### src/verilog/gpt_pkg.sv
// Purpose: Constants and field layouts for the dual group timer unit.
// Assumes: APB register bus, 32-bit data, one aligned word per register.
// Notes: Timer index 0..4 is aux_timer_a, core_timer, aux_timer_b,
//        capture_base_timer, fast_core_timer.
// Summary of operation
// - Five 16-bit timers, groups of three and two
// - Timers chain within group or run alone
// - First-group modes: timer, gated, counter, incremental
// - Timer mode counts prescaled system clock ticks
// - Counter mode counts edges on input pin
// - Gated mode counts only while gate permits
// - First group finest tick is 4 clocks
// - Direction from software or direction pin level
// - Incremental mode decodes quadrature A and B
// - Core toggle latch flips on over/underflow
// - Core latch drives pin and clocks aux timers
// - Aux timer in capture/reload role stops counting
// - Aux capture latches core count on pin edge
// - Aux reload loads core on pin or latch edge
// - Two aux reloads on opposite edges give PWM
// - Second group finest tick is 2 clocks
// - Second group clocked by prescaler or pins
// - Fast toggle latch clocks base timer, drives pin
// - Fast over/underflow pulse out, reloads from register
// - Capture register latches base timer, optional clear
// - Capture also triggered by core input/direction edges
package gpt_pkg;
    localparam int NUM_TIMERS = 5;
    localparam int IDX_AUX_A = 0;
    localparam int IDX_CORE = 1;
    localparam int IDX_AUX_B = 2;
    localparam int IDX_CBASE = 3;
    localparam int IDX_FAST = 4;
    localparam int FIRST_GROUP_SIZE = 3;
    // Word indices of the registers (byte address is four times this)
    localparam logic [5:0] REG_CTRL_BASE = 6'h00;
    localparam logic [5:0] REG_COUNT_BASE = 6'h08;
    localparam logic [5:0] REG_CAPREG = 6'h10;
    localparam logic [5:0] REG_CAPCFG = 6'h11;
    localparam logic [5:0] REG_FLAGS = 6'h12;
    // Operating modes held in the mode field
    localparam logic [2:0] MODE_TIMER = 3'h0;
    localparam logic [2:0] MODE_GATE_LOW = 3'h1;
    localparam logic [2:0] MODE_GATE_HIGH = 3'h2;
    localparam logic [2:0] MODE_COUNTER = 3'h3;
    localparam logic [2:0] MODE_INCREMENTAL = 3'h4;
    localparam logic [2:0] MODE_RELOAD = 3'h5;
    localparam logic [2:0] MODE_CAPTURE = 3'h6;
    // Base tick shift per group: 2^2 = 4 clocks, 2^1 = 2 clocks
    localparam logic [3:0] FIRST_TICK_SHIFT = 4'h2;
    localparam logic [3:0] SECOND_TICK_SHIFT = 4'h1;
    localparam int PRESCALE_BITS = 10;
    localparam logic [15:0] CTRL_RESET = 16'h0000;
    localparam logic [15:0] COUNT_RESET = 16'h0000;
    localparam logic [15:0] COUNT_MAX = 16'hffff;
    localparam logic [5:0] CAPCFG_RESET = 6'h00;
    // Per-timer control word
    typedef struct packed {
        logic spare;
        logic out_en;
        logic [1:0] latch_reload;
        logic chain;
        logic [1:0] edge_sel;
        logic ext_dir;
        logic down;
        logic run;
        logic [2:0] prescale;
        logic [2:0] mode;
    } timer_ctrl_s;
    // Capture register configuration
    typedef struct packed {
        logic fast_reload;
        logic clear_base;
        logic trig_core_dir;
        logic trig_core_in;
        logic [1:0] pin_edge;
    } capture_cfg_s;
endpackage : gpt_pkg

### src/verilog/dual_group_timer_unit.sv
// Purpose: Five 16-bit timers in two groups with capture/reload support.
// Assumes: All pins asynchronous to clk_sys; APB slave with zero wait states.
// Notes: Write to a count register wins over hardware loads and counting.
`timescale 1ns/1ps
module dual_group_timer_unit (
    input wire logic clk_sys,
    input wire logic resetn,
    input wire logic psel,
    input wire logic penable,
    input wire logic pwrite,
    input wire logic [7:0] paddr,
    input wire logic [31:0] pwdata,
    output logic [31:0] prdata,
    output logic pready,
    output logic pslverr,
    input wire logic [4:0] timer_input_pin,
    input wire logic [4:0] direction_input_pin,
    input wire logic capture_input_pin,
    output logic core_toggle_output,
    output logic fast_toggle_output,
    output logic fast_overflow_pulse,
    output logic [5:0] request_flags
);
    // Reset release pipeline
    logic [1:0] rst_pipe;
    logic rst_n;
    // Pin synchronisers: stage one, stage two, previous value
    logic [10:0] sync1;
    logic [10:0] sync2;
    logic [10:0] sync_prev;
    logic [10:0] pins;
    // Registers
    gpt_pkg::timer_ctrl_s ctrl [gpt_pkg::NUM_TIMERS];
    logic [15:0] cnt [gpt_pkg::NUM_TIMERS];
    logic [15:0] capreg;
    gpt_pkg::capture_cfg_s capcfg;
    logic [5:0] flags;
    logic core_latch;
    logic fast_latch;
    logic [gpt_pkg::PRESCALE_BITS-1:0] pre;
    // Per-timer working signals
    logic [4:0] count_en;
    logic [4:0] ovf;
    logic [4:0] load;
    logic [4:0] reload_req;
    logic [4:0] capture_req;
    logic [15:0] load_val [gpt_pkg::NUM_TIMERS];
    logic core_rise;
    logic core_fall;
    logic fast_rise;
    logic fast_fall;
    logic cap_trig;
    // Bus decode
    logic [5:0] widx;
    logic wr;
    logic mapped;
    logic [31:0] next_prdata;

    // Reset is asserted at once and released through two flops
    always_ff @(posedge clk_sys or negedge resetn) begin
        if (!resetn) begin
            rst_pipe <= 2'h0;
        end else begin
            rst_pipe <= {rst_pipe[0], 1'b1};
        end
    end
    assign rst_n = rst_pipe[1];

    assign pins = {capture_input_pin, direction_input_pin, timer_input_pin};

    // Two-flop synchronisers plus a history stage for edge detection
    always_ff @(posedge clk_sys or negedge rst_n) begin
        if (!rst_n) begin
            sync1 <= 11'h000;
            sync2 <= 11'h000;
            sync_prev <= 11'h000;
        end else begin
            sync1 <= pins;
            sync2 <= sync1;
            sync_prev <= sync2;
        end
    end

    // Free running prescaler shared by both groups
    always_ff @(posedge clk_sys or negedge rst_n) begin
        if (!rst_n) begin
            pre <= '0;
        end else begin
            pre <= pre + 10'h001;
        end
    end

    // Toggle latch transitions, seen in the cycle of the over/underflow
    assign core_rise = ovf[gpt_pkg::IDX_CORE] & ~core_latch;
    assign core_fall = ovf[gpt_pkg::IDX_CORE] & core_latch;
    assign fast_rise = ovf[gpt_pkg::IDX_FAST] & ~fast_latch;
    assign fast_fall = ovf[gpt_pkg::IDX_FAST] & fast_latch;

    // Toggle latches flip on each over/underflow
    always_ff @(posedge clk_sys or negedge rst_n) begin
        if (!rst_n) begin
            core_latch <= 1'b0;
            fast_latch <= 1'b0;
        end else begin
            core_latch <= core_latch ^ ovf[gpt_pkg::IDX_CORE];
            fast_latch <= fast_latch ^ ovf[gpt_pkg::IDX_FAST];
        end
    end

    // Latch states to pins when enabled; fast overflow as a pulse
    always_ff @(posedge clk_sys or negedge rst_n) begin
        if (!rst_n) begin
            core_toggle_output <= 1'b0;
            fast_toggle_output <= 1'b0;
            fast_overflow_pulse <= 1'b0;
        end else begin
            core_toggle_output <= core_latch & ctrl[gpt_pkg::IDX_CORE].out_en;
            fast_toggle_output <= fast_latch & ctrl[gpt_pkg::IDX_FAST].out_en;
            fast_overflow_pulse <= ovf[gpt_pkg::IDX_FAST];
        end
    end

    // Capture trigger: capture pin edge, or core input/direction edges
    always_comb begin
        cap_trig = (capcfg.pin_edge[0] & sync2[10] & ~sync_prev[10]) |
                   (capcfg.pin_edge[1] & ~sync2[10] & sync_prev[10]);
        if (capcfg.trig_core_in &&
            (sync2[gpt_pkg::IDX_CORE] != sync_prev[gpt_pkg::IDX_CORE])) begin
            cap_trig = 1'b1;
        end
        if (capcfg.trig_core_dir && (sync2[6] != sync_prev[6])) begin
            cap_trig = 1'b1;
        end
    end

    // Per-timer counting engine for all five timers; tick, chain, role and load sources differ per timer
    genvar gi;
    generate
        for (gi = 0; gi < gpt_pkg::NUM_TIMERS; gi++) begin : g_timer
            localparam bit FIRST = (gi < gpt_pkg::FIRST_GROUP_SIZE);
            localparam bit AUX = (gi == gpt_pkg::IDX_AUX_A) || (gi == gpt_pkg::IDX_AUX_B);
            logic [3:0] shift;
            logic [gpt_pkg::PRESCALE_BITS-1:0] mask;
            logic tick;
            logic a_lvl;
            logic a_rise;
            logic a_fall;
            logic b_edge;
            logic a_sel;
            logic chain_edge;
            logic ext_event;
            logic quad_up;
            logic active;
            logic down;
            // Finest tick: 4 clocks in first group, 2 in second
            assign shift = {1'b0, ctrl[gi].prescale} +
                (FIRST ? gpt_pkg::FIRST_TICK_SHIFT : gpt_pkg::SECOND_TICK_SHIFT);
            assign mask = ~(10'h3ff << shift);
            assign tick = ((pre & mask) == mask);
            assign a_lvl = sync2[gi];
            assign a_rise = sync2[gi] & ~sync_prev[gi];
            assign a_fall = ~sync2[gi] & sync_prev[gi];
            assign b_edge = sync2[gi+5] != sync_prev[gi+5];
            assign a_sel = (ctrl[gi].edge_sel[0] & a_rise) | (ctrl[gi].edge_sel[1] & a_fall);
            // Concatenation source: core latch for aux, fast latch for base
            if (AUX) begin : g_chain_core
                assign chain_edge = (ctrl[gi].edge_sel[0] & core_rise) |
                                    (ctrl[gi].edge_sel[1] & core_fall);
            end else if (gi == gpt_pkg::IDX_CBASE) begin : g_chain_fast
                assign chain_edge = (ctrl[gi].edge_sel[0] & fast_rise) |
                                    (ctrl[gi].edge_sel[1] & fast_fall);
            end else begin : g_chain_none
                assign chain_edge = 1'b0;
            end
            assign ext_event = ctrl[gi].chain ? chain_edge : a_sel;
            // Quadrature: up when A now differs from B before
            assign quad_up = sync2[gi] ^ sync_prev[gi+5];
            // Mode selects what advances the count
            always_comb begin
                case (ctrl[gi].mode)
                    gpt_pkg::MODE_TIMER: active = tick;
                    gpt_pkg::MODE_GATE_LOW: active = tick & ~a_lvl;
                    gpt_pkg::MODE_GATE_HIGH: active = tick & a_lvl;
                    gpt_pkg::MODE_COUNTER: active = ext_event;
                    gpt_pkg::MODE_INCREMENTAL: active = FIRST & (a_rise | a_fall | b_edge);
                    default: active = 1'b0;
                endcase
            end
            assign count_en[gi] = ctrl[gi].run & active;
            assign down = (ctrl[gi].mode == gpt_pkg::MODE_INCREMENTAL) ? ~quad_up :
                          (ctrl[gi].down ^ (ctrl[gi].ext_dir & sync2[gi+5]));
            assign ovf[gi] = count_en[gi] &
                (down ? (cnt[gi] == 16'h0000) : (cnt[gi] == gpt_pkg::COUNT_MAX));
            // Aux roles: reload the core timer, or capture it
            if (AUX) begin : g_role
                assign reload_req[gi] = (ctrl[gi].mode == gpt_pkg::MODE_RELOAD) &
                    (a_sel | (ctrl[gi].latch_reload[0] & core_rise) |
                     (ctrl[gi].latch_reload[1] & core_fall));
                assign capture_req[gi] = (ctrl[gi].mode == gpt_pkg::MODE_CAPTURE) & a_sel;
            end else begin : g_norole
                assign reload_req[gi] = 1'b0;
                assign capture_req[gi] = 1'b0;
            end
            // Hardware load source for this timer
            if (gi == gpt_pkg::IDX_CORE) begin : g_load_core
                assign load[gi] = reload_req[gpt_pkg::IDX_AUX_A] | reload_req[gpt_pkg::IDX_AUX_B];
                assign load_val[gi] = reload_req[gpt_pkg::IDX_AUX_A] ?
                    cnt[gpt_pkg::IDX_AUX_A] : cnt[gpt_pkg::IDX_AUX_B];
            end else if (gi == gpt_pkg::IDX_CBASE) begin : g_load_base
                assign load[gi] = cap_trig & capcfg.clear_base;
                assign load_val[gi] = 16'h0000;
            end else if (gi == gpt_pkg::IDX_FAST) begin : g_load_fast
                assign load[gi] = ovf[gi] & capcfg.fast_reload;
                assign load_val[gi] = capreg;
            end else begin : g_load_aux
                assign load[gi] = capture_req[gi];
                assign load_val[gi] = cnt[gpt_pkg::IDX_CORE];
            end
            // Count register: bus write, then load, then count
            always_ff @(posedge clk_sys or negedge rst_n) begin
                if (!rst_n) begin
                    cnt[gi] <= gpt_pkg::COUNT_RESET;
                end else if (wr && widx == gpt_pkg::REG_COUNT_BASE + 6'(gi)) begin
                    cnt[gi] <= pwdata[15:0];
                end else if (load[gi]) begin
                    cnt[gi] <= load_val[gi];
                end else if (count_en[gi]) begin
                    cnt[gi] <= down ? cnt[gi] - 16'h0001 : cnt[gi] + 16'h0001;
                end
            end
            // Control register write
            always_ff @(posedge clk_sys or negedge rst_n) begin
                if (!rst_n) begin
                    ctrl[gi] <= gpt_pkg::CTRL_RESET;
                end else if (wr && widx == gpt_pkg::REG_CTRL_BASE + 6'(gi)) begin
                    ctrl[gi] <= pwdata[15:0];
                end
            end
        end
    endgenerate

    // Capture/reload register: hardware capture, or bus write
    always_ff @(posedge clk_sys or negedge rst_n) begin
        if (!rst_n) begin
            capreg <= gpt_pkg::COUNT_RESET;
        end else if (cap_trig) begin
            capreg <= cnt[gpt_pkg::IDX_CBASE];
        end else if (wr && widx == gpt_pkg::REG_CAPREG) begin
            capreg <= pwdata[15:0];
        end
    end

    // Capture configuration register
    always_ff @(posedge clk_sys or negedge rst_n) begin
        if (!rst_n) begin
            capcfg <= gpt_pkg::CAPCFG_RESET;
        end else if (wr && widx == gpt_pkg::REG_CAPCFG) begin
            capcfg <= pwdata[5:0];
        end
    end

    // Request flags: write one to clear, a new event wins over the clear
    always_ff @(posedge clk_sys or negedge rst_n) begin
        if (!rst_n) begin
            flags <= 6'h00;
        end else begin
            flags <= (flags & ~((wr && widx == gpt_pkg::REG_FLAGS) ? pwdata[5:0] : 6'h00))
                     | {cap_trig, ovf};
        end
    end
    assign request_flags = flags;

    // APB decode; zero wait states
    assign widx = paddr[7:2];
    assign wr = psel & penable & pwrite;
    assign pready = 1'b1;
    assign mapped = (widx < gpt_pkg::REG_CTRL_BASE + 6'h05) ||
                    (widx >= gpt_pkg::REG_COUNT_BASE && widx < gpt_pkg::REG_COUNT_BASE + 6'h05) ||
                    (widx == gpt_pkg::REG_CAPREG) || (widx == gpt_pkg::REG_CAPCFG) ||
                    (widx == gpt_pkg::REG_FLAGS);
    assign pslverr = psel & penable & ~mapped;

    // Read mux; unmapped reads return zero
    always_comb begin
        next_prdata = 32'h0000_0000;
        if (widx < gpt_pkg::REG_CTRL_BASE + 6'h05) begin
            next_prdata = {16'h0000, ctrl[3'(widx)]};
        end else if (widx >= gpt_pkg::REG_COUNT_BASE &&
                     widx < gpt_pkg::REG_COUNT_BASE + 6'h05) begin
            next_prdata = {16'h0000, cnt[3'(widx - gpt_pkg::REG_COUNT_BASE)]};
        end else if (widx == gpt_pkg::REG_CAPREG) begin
            next_prdata = {16'h0000, capreg};
        end else if (widx == gpt_pkg::REG_CAPCFG) begin
            next_prdata = {26'h0000000, capcfg};
        end else if (widx == gpt_pkg::REG_FLAGS) begin
            next_prdata = {24'h000000, core_latch, fast_latch, flags};
        end
    end

    // Read data captured in the setup cycle, valid through the access phase
    always_ff @(posedge clk_sys or negedge rst_n) begin
        if (!rst_n) begin
            prdata <= 32'h0000_0000;
        end else if (psel && !penable && !pwrite) begin
            prdata <= next_prdata;
        end
    end
endmodule : dual_group_timer_unit

### config.mk
export PLATFORM = sky130hd
export DESIGN_NAME = dual_group_timer_unit
export DESIGN_NICKNAME = d
export VERILOG_FILES = /design/src/verilog/gpt_pkg.sv /design/src/verilog/dual_group_timer_unit.sv
export SDC_FILE = /design/constraint.sdc
export NUM_CORES = 1
export LEC_CHECK = 0
export ABC_CLOCK_PERIOD_IN_PS = 9200
export BUFFER_PORTS_ARGS = -buffer_cell sky130_fd_sc_hd__clkbuf_2
export CELL_PAD_IN_SITES_DETAIL_PLACEMENT = 0
export CELL_PAD_IN_SITES_GLOBAL_PLACEMENT = 1
export CORE_MARGIN = 2
export CORE_UTILIZATION = 30
export CTS_CLUSTER_DIAMETER = 120
export DETAILED_ROUTE_END_ITERATION = 8
export PLACE_DENSITY_LB_ADDON = 0.1
export SLEW_MARGIN = 10
export SYNTH_ARGS = -nofsm -noshare
export SYNTH_HDL_FRONTEND = slang
export SYNTH_SLANG_ARGS = --single-unit
### constraint.sdc
create_clock -name clk_sys -period 9.2 [get_ports clk_sys]
set_clock_uncertainty 0.15 [all_clocks]
set_input_delay 1.84 -clock clk_sys [delete_from_list [all_inputs] [get_ports clk_sys]]
set_output_delay 1.84 -clock clk_sys [all_outputs]
set_load 0.02 [all_outputs]
==> flow_summary_export.csv <==
group,metric,value,unit
die,core-area,0.0577,mm2
placement,dp_hpwl,46.8,mm
pwr,p_per_area,236,mW/mm2
sta,max_freq,0.184,GHz
setup_path,worstSetupPathType,"input port to primary output",
yosys,ys_types,86,
pwr,p_sw,1.80,mW
setup_path,crit_path_end_kind,"primary output",
clock_tree,cts.sinks,254,
sta,worstMarginPinSlew,1.15,ns
placement,place.gp.congestion,0.824,
yosys,syn-mean-instance-area,9.31,um2
route,first_iter_violations,1103,
die,initial_utilization,0.304,
global_routing,grt_max_degree,69,
route,drc,0,
pwr,seqPwrFrac,0.352,
setup_path,r2r_slack,4.58,ns
clock_tree,cts_hold_buf,0,
yosys,postSynthCellCount,1882,
outcome,status,"finished clean",
layout,final_layout_size_suffix_gt1_frac,0.158,
setup_path,critPathArrivalTime,3.46,ns
yosys,netlist.area_leader.share,0.363,
layout,register_area,0.00636,mm2
pwr,ir_drop,112,uV
layout,fill_cells,5978,
die,die_w,246,um
clock_tree,ctsResizeCount,0,
die,dieArea,0.0604,mm2
yosys,synth_edf_count,0,
layout,multiInputGateArea,0.0105,mm2
layout,layout_commonest_cell,"dfrtp_1",
clock_tree,htree_levels,2,
route,ant_nets,0,
route,drtPass1Iterations,5,
layout,layout_common_cells,"dfrtp_1, nand2_1, a21oi_1",
global_routing,first_global_vias,14500,
clock_tree,ctsRootBufferMaster,"clkbuf_16",
layout,nets,2067,
sta,rsz0062_at_grt,"false",
setup_path,crit_family,"simple AND/OR/NAND/NOR gates",
yosys,synth_ff_type,"dfrtp_1",
min_path,worstHoldPathType,"flop to asynchronous set/reset pin",
sta,fin_hold_ws,0.127,ns
sta,slew_viol_final,0,
global_routing,antenna_found_initial,5,
sta,fin_crit_sh,0.592,
yosys,yosysSeqAreaShare,0.363,
clock_tree,clkLatencyLatePin,0.56,ns
placement,placed_cells,2635,
yosys,synthArstFlopShare,1.00,
clock_tree,clockBufferDepth,3,
route,wire_per_inst,24.6,um
yosys,synth_largest_area_cell,"dfrtp_1",
global_routing,track_usage,0.220,
pwr,pwr-share-clk,0.308,
layout,stdcell_count,2699,
global_routing,overflow,0,
layout,n_antenna_cell,0,
clock_tree,post_cts_buffers,0,
yosys,mappedNetlistArea,0.0175,mm2
die,die_h,246,um
setup_path,cp.buffers_inverters,3,
pwr,p_comb_frac,0.341,
setup_path,required,7.21,ns
die,num_rows,88,
yosys,ys_ff_latch,254,
setup_path,critPathMaxFanout,58,
route,viasPerCell,5.49,
layout,synthToLayoutAreaGrowth,12.7,%
run,max-cap-violations,0,
global_routing,grt_pass1_wl,99.0,mm
sta,tns,0,ns
placement,numPortBuffers,63,
pwr,power,4.67,mW
pwr,internal-power,2.87,mW
sta,slew_headroom,0.233,
clock_tree,clk_pin_slew,0.05,ns
sta,final_hold_viol_count,0,
route,wirelength,66.4,mm
pwr,power.leakage,8.43,nW
sta,fin_crit,5.45,ns
setup_path,cp_cell_sequence,"clkbuf_2 > buf_4 > nor4b_2 > nor2_1 > nor2_1 > nor3_1 > clkbuf_2",
yosys,ys_warn_count,0,
setup_path,cpPeakStageDelay,0.77,ns
setup_path,crit_path_top_delay_cell,"nor4b_2",
clock_tree,cts_tree,"yes",
sta,setup_violations,0,
pwr,p_sw_frac,0.386,
yosys,synth.area.top_cells,"dfrtp_1, ha_1, mux2_2, a21oi_1, o21ai_0",
clock_tree,cts-buffers-inserted,36,
route,vias,14800,
die,io_pins,99,
setup_path,crit_path_start_kind,"input port",
per-layer routing:
layer  part of all wire  wire, um  up-vias  GRT usage
met5            0.00018        12        -          0
met1               0.46     30700     7409      0.309
li1                   -         -     6945          -
met3              0.045      2960       75     0.0276
met4              0.021      1390        2     0.0533
met2               0.47     31300      382      0.360
final cells by class:
class	count	area share
clock buffer	54	0.0558
clock inverter	10	0.00583
inverter	51	0.00969
multi-input combinational	1473	0.531
sequential	254	0.322
tap	765	0.0485
timing repair buffer	92	0.0270
synth_stat cells, drive strengths merged (9+ instances only):
library cell,instances
clkbuf,71
a21o,20
nor3,28
nand3,35
o22ai,14
nor4,25
o21bai,10
o21ai,173
o21a,10
inv,51
a211oi,20
nor2,139
xor2,43
ha,98
dfrtp,254
and2,10
nor2b,10
nand4,31
o211ai,19
buf,49
mux4,32
mux2,88
mux2i,73
xnor2,46
nand2,188
a31oi,18
a21oi,174
o221ai,9
nand2b,16
path summary, 6_finish.rpt:
check / start / end / cells after the start
max reg2reg: ctrl[4] / cnt[31] / 14
min reg2reg: rst_pipe[1] / sync1[5] / 0
max in group asynchronous: rst_pipe[1] / prdata[4] / 2
min in group clk_sys: sync1[7] / sync2[7] / 0
max: paddr[4] / pslverr / 7
min: rst_pipe[1] / sync1[5] / 0
power groups by stage:
stage,combinational [mW],clock [mW],sequential [mW]
2_1_floorplan,1.21,0,1.49
3_3_place_gp,1.56,0,1.66
3_5_place_dp,1.58,0,1.66
4_1_cts,1.59,1.48,1.64
5_1_grt,1.77,1.53,1.67
6_report,1.59,1.44,1.64
worst register-to-register path: cells and delay by family, from the launching register on:
kind	cells	cell delay, ns
buffers and inverters	1	0.25
AOI/OAI and AO/OA	8	2.16
and+or+nand+nor	2	0.65
adders and majority gates	2	0.53
xor gates and xnor gates	1	0.29
DFF	1	0.46
per-stage QoR:
| step | setup slack (ns) | area (um2) | util |
|---|---|---|---|
| final | 3.75 | 19700 | 0.342 |
| after global routing | 3.62 | 19700 | 0.342 |
| after CTS | 3.78 | 19700 | 0.342 |
| after detailed placement | 3.79 | 18500 | 0.321 |
| after global placement | 3.74 | 18500 | 0.321 |
| after floorplan | 1.45 | 17600 | - |
registers in the layout, summed over array words and instances (netlist names), 10 cells and up:
| signal | flops |
|---|---|
| capreg | 16 |
| ctrl | 80 |
| pre | 10 |
| sync_prev | 11 |
| sync1 | 11 |
| sync2 | 11 |
| prdata | 16 |
| cnt | 80 |
cells by family (layout without fill, tap and decap cells):
group	after synthesis	count (layout)	synth area share
AOI/OAI and AO/OA	538	538	0.190
xor gates and xnor gates	89	89	0.0445
adders and majority gates	103	103	0.0757
buffers and inverters	171	207	0.0440
DFF	254	254	0.363
muxes	193	193	0.139
other	2	18	0.000429
and+or+nand+nor	532	532	0.144
Note: power is estimated with default switching activity, not from simulation.
